`config.mk`:
```
export PLATFORM = sky130hd
export DESIGN_NAME = bds_status
export DESIGN_NICKNAME = d
export VERILOG_FILES = /design/src/bds_pkg.sv /design/src/bds_outctl.sv /design/src/bds_status.sv
export VERILOG_INCLUDE_DIRS = /design/src /design/src/src
export SDC_FILE = /design/constraint.sdc
export NUM_CORES = 1
export LEC_CHECK = 0
export BUFFER_PORTS_ARGS = -buffer_cell sky130_fd_sc_hd__buf_4
export CORE_AREA = 2 2 52 54
export CTS_CLUSTER_DIAMETER = 40
export DETAILED_ROUTE_END_ITERATION = 8
export DIE_AREA = 0 0 54 56
export PLACE_DENSITY = 0.78
export SETUP_SLACK_MARGIN = 0.3
export SLEW_MARGIN = 10
export SYNTH_ARGS = -nofsm -noshare
export SYNTH_HDL_FRONTEND = slang
export SYNTH_SLANG_ARGS = --single-unit
```
`constraint.sdc`:
```
create_clock -name core_clk -period 2.3 [get_ports core_clk]
set_clock_uncertainty 0.15 [all_clocks]
set_input_delay 0.345 -clock core_clk [delete_from_list [all_inputs] [get_ports core_clk]]
set_output_delay 0.345 -clock core_clk [all_outputs]
set_load 0.01 [all_outputs]
```
`src/bds_defs.svh`:
```
// constants for the driver status low-byte block
`ifndef BDS_DEFS_SVH
`define BDS_DEFS_SVH

// ----------------------------------------
// register map
// ----------------------------------------
`define BDS_ADDR_W 7
`define BDS_DATA_W 16
`define BDS_OFS_DRIVER_STATUS_TWO 7'h02

// ----------------------------------------
// driver_status_two field positions
// ----------------------------------------
`define BDS_BIT_LS2_SINK 7
`define BDS_BIT_RES6 6
`define BDS_BIT_RES5 5
`define BDS_BIT_RES4 4
`define BDS_BIT_OUT_ONE 3
`define BDS_BIT_RES2 2
`define BDS_BIT_OUT_TWO 1
`define BDS_BIT_PARITY 0
`define BDS_HI_MSB 15
`define BDS_HI_LSB 8

// ----------------------------------------
// reset values
// ----------------------------------------
`define BDS_RST_WORD 16'h0000
`define BDS_RST_BYTE 8'h00
`define BDS_RST_BIT 1'b0
`define BDS_RES_VALUE 1'b0
`define BDS_PARITY_ODD 1'b1

`endif

```
`src/bds_pkg.sv`:
```
// types for the driver status low-byte block
package bds_pkg;

	// register port answer sequencer
	typedef enum logic [0:0] {
		BDS_IDLE,
		BDS_ANSWER
	} bds_port_state_type;

endpackage : bds_pkg

```
`src/bds_outctl.sv`:
```
// outputs-on control bit with fail-safe override
`timescale 1ns/100ps
`include "bds_defs.svh"

module bds_outctl (
	// clock and reset
	input wire logic core_clk,
	input wire logic rst_n,
	input wire logic clk_en,
	// control
	input wire logic active_mode,
	input wire logic failsafe_pin_n,
	input wire logic outputs_on_wr,
	input wire logic outputs_on_wdata,
	// status
	output logic outputs_on_control,
	output logic failsafe_force
);

	// ----------------------------------------
	// control bit
	// ----------------------------------------
	logic outputs_on_r;
	logic outputs_on_nxt;
	logic force_r;
	logic force_nxt;

	always_comb begin
		outputs_on_nxt = outputs_on_r;
		force_nxt = force_r;
		if (!failsafe_pin_n) begin
			// pin low: cleared in active mode, frozen outside active mode
			if (active_mode) begin
				outputs_on_nxt = `BDS_RST_BIT;
				force_nxt = 1'b1;
			end
		end else begin
			force_nxt = `BDS_RST_BIT;
			if (outputs_on_wr) begin
				outputs_on_nxt = outputs_on_wdata;
			end
		end
	end

	always_ff @(posedge core_clk or negedge rst_n) begin
		if (!rst_n) begin
			outputs_on_r <= `BDS_RST_BIT;
			force_r <= `BDS_RST_BIT;
		end else if (clk_en) begin
			outputs_on_r <= outputs_on_nxt;
			force_r <= force_nxt;
		end
	end

	assign outputs_on_control = outputs_on_r;
	assign failsafe_force = force_r;

endmodule : bds_outctl

```
`src/bds_status.sv`:
```
// driver_status_two low byte: fail-safe sink flag and output states
`timescale 1ns/100ps
`include "bds_defs.svh"

module bds_status (
	// clock and reset
	input wire logic core_clk,
	input wire logic rst_n,
	input wire logic clk_en,
	// register port, already decoded from the serial frame
	input wire logic reg_rd,
	input wire logic reg_wr,
	input wire logic [`BDS_ADDR_W-1:0] reg_addr,
	input wire logic [`BDS_DATA_W-1:0] reg_wdata,
	output logic reg_ack,
	output logic [`BDS_DATA_W-1:0] reg_rdata,
	// upper byte of the status word, kept outside
	input wire logic [7:0] status_hi,
	// fail-safe
	input wire logic active_mode,
	input wire logic failsafe_pin_n,
	input wire logic failsafe_latch_clr,
	input wire logic sink_fault,
	// outputs-on control write from the control register
	input wire logic outputs_on_wr,
	input wire logic outputs_on_wdata,
	// digital comparator results
	input wire logic low_side_one_open_load_cmp,
	input wire logic low_side_two_open_load_cmp,
	input wire logic low_side_one_drain_source_watch,
	input wire logic low_side_two_drain_source_watch,
	// state toward the gate drivers
	output logic outputs_on_control,
	output logic gate_sink_force,
	output logic failsafe_input_latch,
	output logic ls_two_failsafe_sink_flag,
	output logic out_one_digital_state,
	output logic out_two_digital_state
);

	// ----------------------------------------
	// helpers
	// ----------------------------------------

	// odd parity: bit 0 makes the whole word odd
	function automatic logic bds_parity(
		input logic [`BDS_DATA_W-1:0] word
	);
		logic [`BDS_DATA_W-1:0] w;
		w = word;
		w[`BDS_BIT_PARITY] = `BDS_RST_BIT;
		return ^w ^ `BDS_PARITY_ODD;
	endfunction : bds_parity

	function automatic logic bds_hit(
		input logic [`BDS_ADDR_W-1:0] addr
	);
		return addr == `BDS_OFS_DRIVER_STATUS_TWO;
	endfunction : bds_hit

	// ----------------------------------------
	// outputs-on control
	// ----------------------------------------
	logic force_from_pin;

	bds_outctl u_outctl (
		.core_clk(core_clk),
		.rst_n(rst_n),
		.clk_en(clk_en),
		.active_mode(active_mode),
		.failsafe_pin_n(failsafe_pin_n),
		.outputs_on_wr(outputs_on_wr),
		.outputs_on_wdata(outputs_on_wdata),
		.outputs_on_control(outputs_on_control),
		.failsafe_force(force_from_pin)
	);

	// ----------------------------------------
	// fail-safe latch and sink flag
	// ----------------------------------------
	logic latch_r;
	logic latch_nxt;
	logic sink_flag_r;
	logic sink_flag_nxt;

	always_comb begin
		latch_nxt = latch_r;
		sink_flag_nxt = sink_flag_r;
		// set wins over clear; clear only once the pin is back high
		if (!failsafe_pin_n && active_mode) begin
			latch_nxt = 1'b1;
		end else if (failsafe_latch_clr && failsafe_pin_n) begin
			latch_nxt = `BDS_RST_BIT;
		end
		// under a driver fault the flag keeps its last value
		if (!sink_fault) begin
			sink_flag_nxt = latch_r;
		end
	end

	always_ff @(posedge core_clk or negedge rst_n) begin
		if (!rst_n) begin
			latch_r <= `BDS_RST_BIT;
			sink_flag_r <= `BDS_RST_BIT;
		end else if (clk_en) begin
			latch_r <= latch_nxt;
			sink_flag_r <= sink_flag_nxt;
		end
	end

	assign failsafe_input_latch = latch_r;
	assign ls_two_failsafe_sink_flag = sink_flag_r;
	// sink forced from the pin edge on, held by the latch afterwards
	assign gate_sink_force = force_from_pin | latch_r;

	// ----------------------------------------
	// output digital states
	// ----------------------------------------
	logic out_one_r;
	logic out_one_nxt;
	logic out_two_r;
	logic out_two_nxt;

	// one flop of delay only; the comparators are not filtered here
	always_comb begin
		if (outputs_on_control) begin
			out_one_nxt = low_side_one_drain_source_watch;
			out_two_nxt = low_side_two_drain_source_watch;
		end else begin
			out_one_nxt = low_side_one_open_load_cmp;
			out_two_nxt = low_side_two_open_load_cmp;
		end
	end

	always_ff @(posedge core_clk or negedge rst_n) begin
		if (!rst_n) begin
			out_one_r <= `BDS_RST_BIT;
			out_two_r <= `BDS_RST_BIT;
		end else if (clk_en) begin
			out_one_r <= out_one_nxt;
			out_two_r <= out_two_nxt;
		end
	end

	assign out_one_digital_state = out_one_r;
	assign out_two_digital_state = out_two_r;

	// ----------------------------------------
	// status word assembly
	// ----------------------------------------
	logic [`BDS_DATA_W-1:0] status_word;

	always_comb begin
		status_word = `BDS_RST_WORD;
		status_word[`BDS_HI_MSB:`BDS_HI_LSB] = status_hi;
		status_word[`BDS_BIT_LS2_SINK] = sink_flag_r;
		status_word[`BDS_BIT_RES6] = `BDS_RES_VALUE;
		status_word[`BDS_BIT_RES5] = `BDS_RES_VALUE;
		status_word[`BDS_BIT_RES4] = `BDS_RES_VALUE;
		status_word[`BDS_BIT_OUT_ONE] = out_one_r;
		status_word[`BDS_BIT_RES2] = `BDS_RES_VALUE;
		status_word[`BDS_BIT_OUT_TWO] = out_two_r;
		status_word[`BDS_BIT_PARITY] = bds_parity(status_word);
	end

	// ----------------------------------------
	// register port
	// ----------------------------------------
	bds_pkg::bds_port_state_type port_r;
	bds_pkg::bds_port_state_type port_nxt;
	logic [`BDS_DATA_W-1:0] rdata_r;
	logic [`BDS_DATA_W-1:0] rdata_nxt;

	// writes are acknowledged but change nothing: the word is read-only
	always_comb begin
		port_nxt = port_r;
		rdata_nxt = rdata_r;
		case (port_r)
			bds_pkg::BDS_IDLE: begin
				if (reg_rd) begin
					port_nxt = bds_pkg::BDS_ANSWER;
					if (bds_hit(reg_addr)) begin
						rdata_nxt = status_word;
					end else begin
						rdata_nxt = `BDS_RST_WORD;
					end
				end else if (reg_wr) begin
					port_nxt = bds_pkg::BDS_ANSWER;
				end
			end
			bds_pkg::BDS_ANSWER: begin
				port_nxt = bds_pkg::BDS_IDLE;
			end
			default: begin
				port_nxt = bds_pkg::BDS_IDLE;
			end
		endcase
	end

	always_ff @(posedge core_clk or negedge rst_n) begin
		if (!rst_n) begin
			port_r <= bds_pkg::BDS_IDLE;
			rdata_r <= `BDS_RST_WORD;
		end else if (clk_en) begin
			port_r <= port_nxt;
			rdata_r <= rdata_nxt;
		end
	end

	assign reg_ack = port_r == bds_pkg::BDS_ANSWER;
	assign reg_rdata = rdata_r;

endmodule : bds_status

```
==> results.txt <==
The flow ran to the end, and the final reports show no timing, DRC or antenna violations. In this run the static leakage power is 0.000664 uW. The worst setup path is of the reg -> reg kind. The number of antenna diodes is 0. The final routed wire length divided by cell count came out at 12.9 um. The max-slew violation count came to 0.

IR analysis of the VDD net gives a maximum drop of 0.000354 V. The path with the worst hold slack has its endpoint at u_outctl.failsafe_force. The number of global-route vias before repair was 743. The number of hold violations in the final report is 0.

The maximum frequency from static timing analysis came out at 541 MHz. The maximum number of pins on one net before global-route repair is 20. The number of CTS-inserted buffers came out at 3. The effective utilization at floorplan is 37.3%. Clock-pin slew was measured on the worst setup and hold paths at 110 ps. The number of buffers and inverters on the critical path is 1. The congestion estimate from routability-driven global placement came to 0.661. The post-CTS setup buffer count is 0. The met1 layer usage reported by global route is 17.0%. The post-synth design cell area came out at 907 sq um. The number of cells on the worst hold path is 2. Leaving out fill and tap cells, the most frequent cell in the layout is buf_4. In this run the most critical hold path is launched from failsafe_pin_n. The top fanout value on the critical path is 12. Setup repair after global routing left no endpoint under its margin.

Measured in cells, the most critical reg-to-reg path has a length of 5. The worst min-delay path class is in -> reg. The total grt overflow is 0. The floorplan has 18 rows. In the routed layout, each cell is associated on average with a via count of 4.88. The number of levels in the clock H-tree came out at 1. The average cell area after synthesis came out at 12.1 sq um.

Counting the fill cells in the layout gives 219. The startpoint identified for the worst register-to-register timing path is reg_ack. The arrival time of data at the critical path endpoint is 1920 ps. The minimum hold slack came out at 100 ps. The total power density per cell area came out at 567 nW/um^2. In this run the vertical extent of the chip is 56 um. The max capacitance violation total came out at 0. The width of the chip is 54 um. The layout overhead on the synthesized area is 45.4%.

The port buffer count is 48. The detailed-route DRC error count is 0. The overall power after layout came out at 748 uW. The number of antenna violations at the first check in global routing came out at 0. In this run the standard cell core region covers 2430 sq um. The final worst-path setup slack came out at 451 ps. The tree is rooted in a clkbuf_4.

In this run the count of I/O pins placed on the die edge is 69. The instance count of the mapped netlist came out at 75. The data required time at the worst endpoint is 2370 ps. The total detailed-routing wirelength came out at 2020 um. The busiest layer in global routing is met2.

The final critical-path share of the clock period is 80.4%. Among all stages on the critical path, the largest delay is contributed by or4_4. The detailed-router iteration count before antenna repair came out at 3. The total negative slack for setup checks came out at 0 ps. The later pin in the worst-skew pair is clocked with a latency of 280 ps. The placed wire-length estimate after detailed placement is 1590 um.

The first global-routing pass estimated 3180 um of wire. TritonCTS built the clock tree. The final number of setup-violating endpoints is 0. The register-to-register setup slack came out at 450 ps. The endpoint identified for the worst register-to-register timing path is reg_rdata[13].

The total track usage came out at 13.7%. The cell family contributing the most delay on the critical path is simple AND/OR/NAND/NOR gates. The number of buffers on the longest clock path came out at 2. The met2 track demand over resource is 24.4%. The detailed router finished its first iteration with 9 violations. The number of synthesized register bits is 19. The highest cell delay on the worst timing path is 510 ps.

The count of nets after finishing is 173. The die covers 3020 sq um. In this run the remaining antenna-violating nets after routing total 0. The sink count of the clock tree came out at 19. The met3 track demand over resource in global routing came out at 2.69%. The critical path goes through nand3b_1 > or4_4 > nor4_4 > buf_4 > a22o_1. The type of origin of the critical path is a flip-flop. For this block, the via count after detailed routing is 761. The worst setup path is captured at a flip-flop. Yosys printed 0 warnings. The unique cell type count in the Yosys netlist is 23.

Timing analysis after detailed placement gives a worst setup slack of 417 ps. The top cell types in the final layout, fill and taps aside, are buf_4 (50), dfrtp_1 (19), a22o_1 (13), xnor2_1 (6), a21oi_1 (5). The fraction of the core area covered by cells at the end of the flow came out at 54.2%. The part of the Yosys area used for sequential elements came out at 52.4%.

The share of final-layout standard cells stronger than drive strength 1 is 46.0%. The time the final worst path needs with I/O delays and setup is 1850 ps.
[synth_stat cells, drive strengths merged]
| cell type | number | area share [%] |
|---|---|---|
| nand3 | 1 | 0.55 |
| xnor3 | 1 | 2.5 |
| buf | 5 | 4.6 |
| a22o | 13 | 13 |
| conb | 1 | 0.41 |
| nand3b | 1 | 0.83 |
| nand2b | 1 | 0.69 |
| a21oi | 5 | 2.8 |
| mux2i | 2 | 2.2 |
| o21ai | 3 | 1.7 |
| nand2 | 2 | 0.83 |
| or2 | 1 | 0.69 |
| mux2 | 2 | 2.5 |
| dfrtp | 19 | 52 |
| nor2b | 1 | 0.69 |
| xor2 | 2 | 1.9 |
| or4 | 1 | 1.2 |
| inv | 1 | 0.41 |
| nor2 | 4 | 1.7 |
| clkbuf | 2 | 0.83 |
| nor4 | 1 | 2.3 |
| xnor2 | 6 | 5.8 |
[state kept, by name, summed over array words and instances, names as in the netlist]
register                     cells
reg_rdata                       12
failsafe_input_latch             1
ls_two_failsafe_sink_flag        1
out_one_digital_state            1
out_two_digital_state            1
reg_ack                          1
u_outctl.failsafe_force          1
u_outctl.outputs_on_control      1
[layer usage]
metal | vias to the layer above | routed length [um]
li1 | 363 | -
met1 | 359 | 834
met2 | 39 | 983
met3 | 0 | 197
met4 | 0 | 0
met5 | - | 0
[worst max-delay path by stage]
| stage | slack [ps] | cells after the start | startpoint | to |
|---|---|---|---|---|
| floorplan | 490 | 5 | reg_ack | reg_rdata[3] |
| global placement | 440 | 6 | clk_en | reg_rdata[14] |
| global route | 370 | 5 | reg_ack | reg_rdata[9] |
| finish | 450 | 5 | reg_ack | reg_rdata[13] |
| CTS | 430 | 5 | reg_ack | reg_rdata[9] |
| detailed placement | 420 | 6 | clk_en | reg_rdata[9] |
[stage by stage]
step	std cells	cell area, sq um
floorplan	78	918
global placement	151	1280
detailed placement	151	1280
CTS	156	1320
global route	156	1320
finish	156	1320
[report_power, final]
| part | internal (uW) | switching, uW |
|---|---|---|
| Clock | 67.2 | 94.8 |
| Combinational | 124 | 81.3 |
| Sequential | 356 | 24.1 |
[cell type report]
class | count | area [sq um] | area share (%)
well taps | 30 | 37.5 | 2.85
inverters | 1 | 3.75 | 0.285
multi-input cells | 51 | 390 | 29.6
flip-flops and latches | 19 | 475 | 36.1
clock buffers | 4 | 26.3 | 1.99
repair buffers | 51 | 385 | 29.2
[repair_timing]
item,in CTS,in global routing
hold endpoints to repair,19,0
gates resized for setup,0,0
hold buffers,1,0
[cells by family after synthesis]
family,share of synthesized area (%)
compound gates,17.0
flops,52.4
simple gates,9.52
xor+xnor,10.2
buf+inv,5.79
mux,4.69
other cells,0.413
Note: power is estimated with default switching activity, not from simulation.
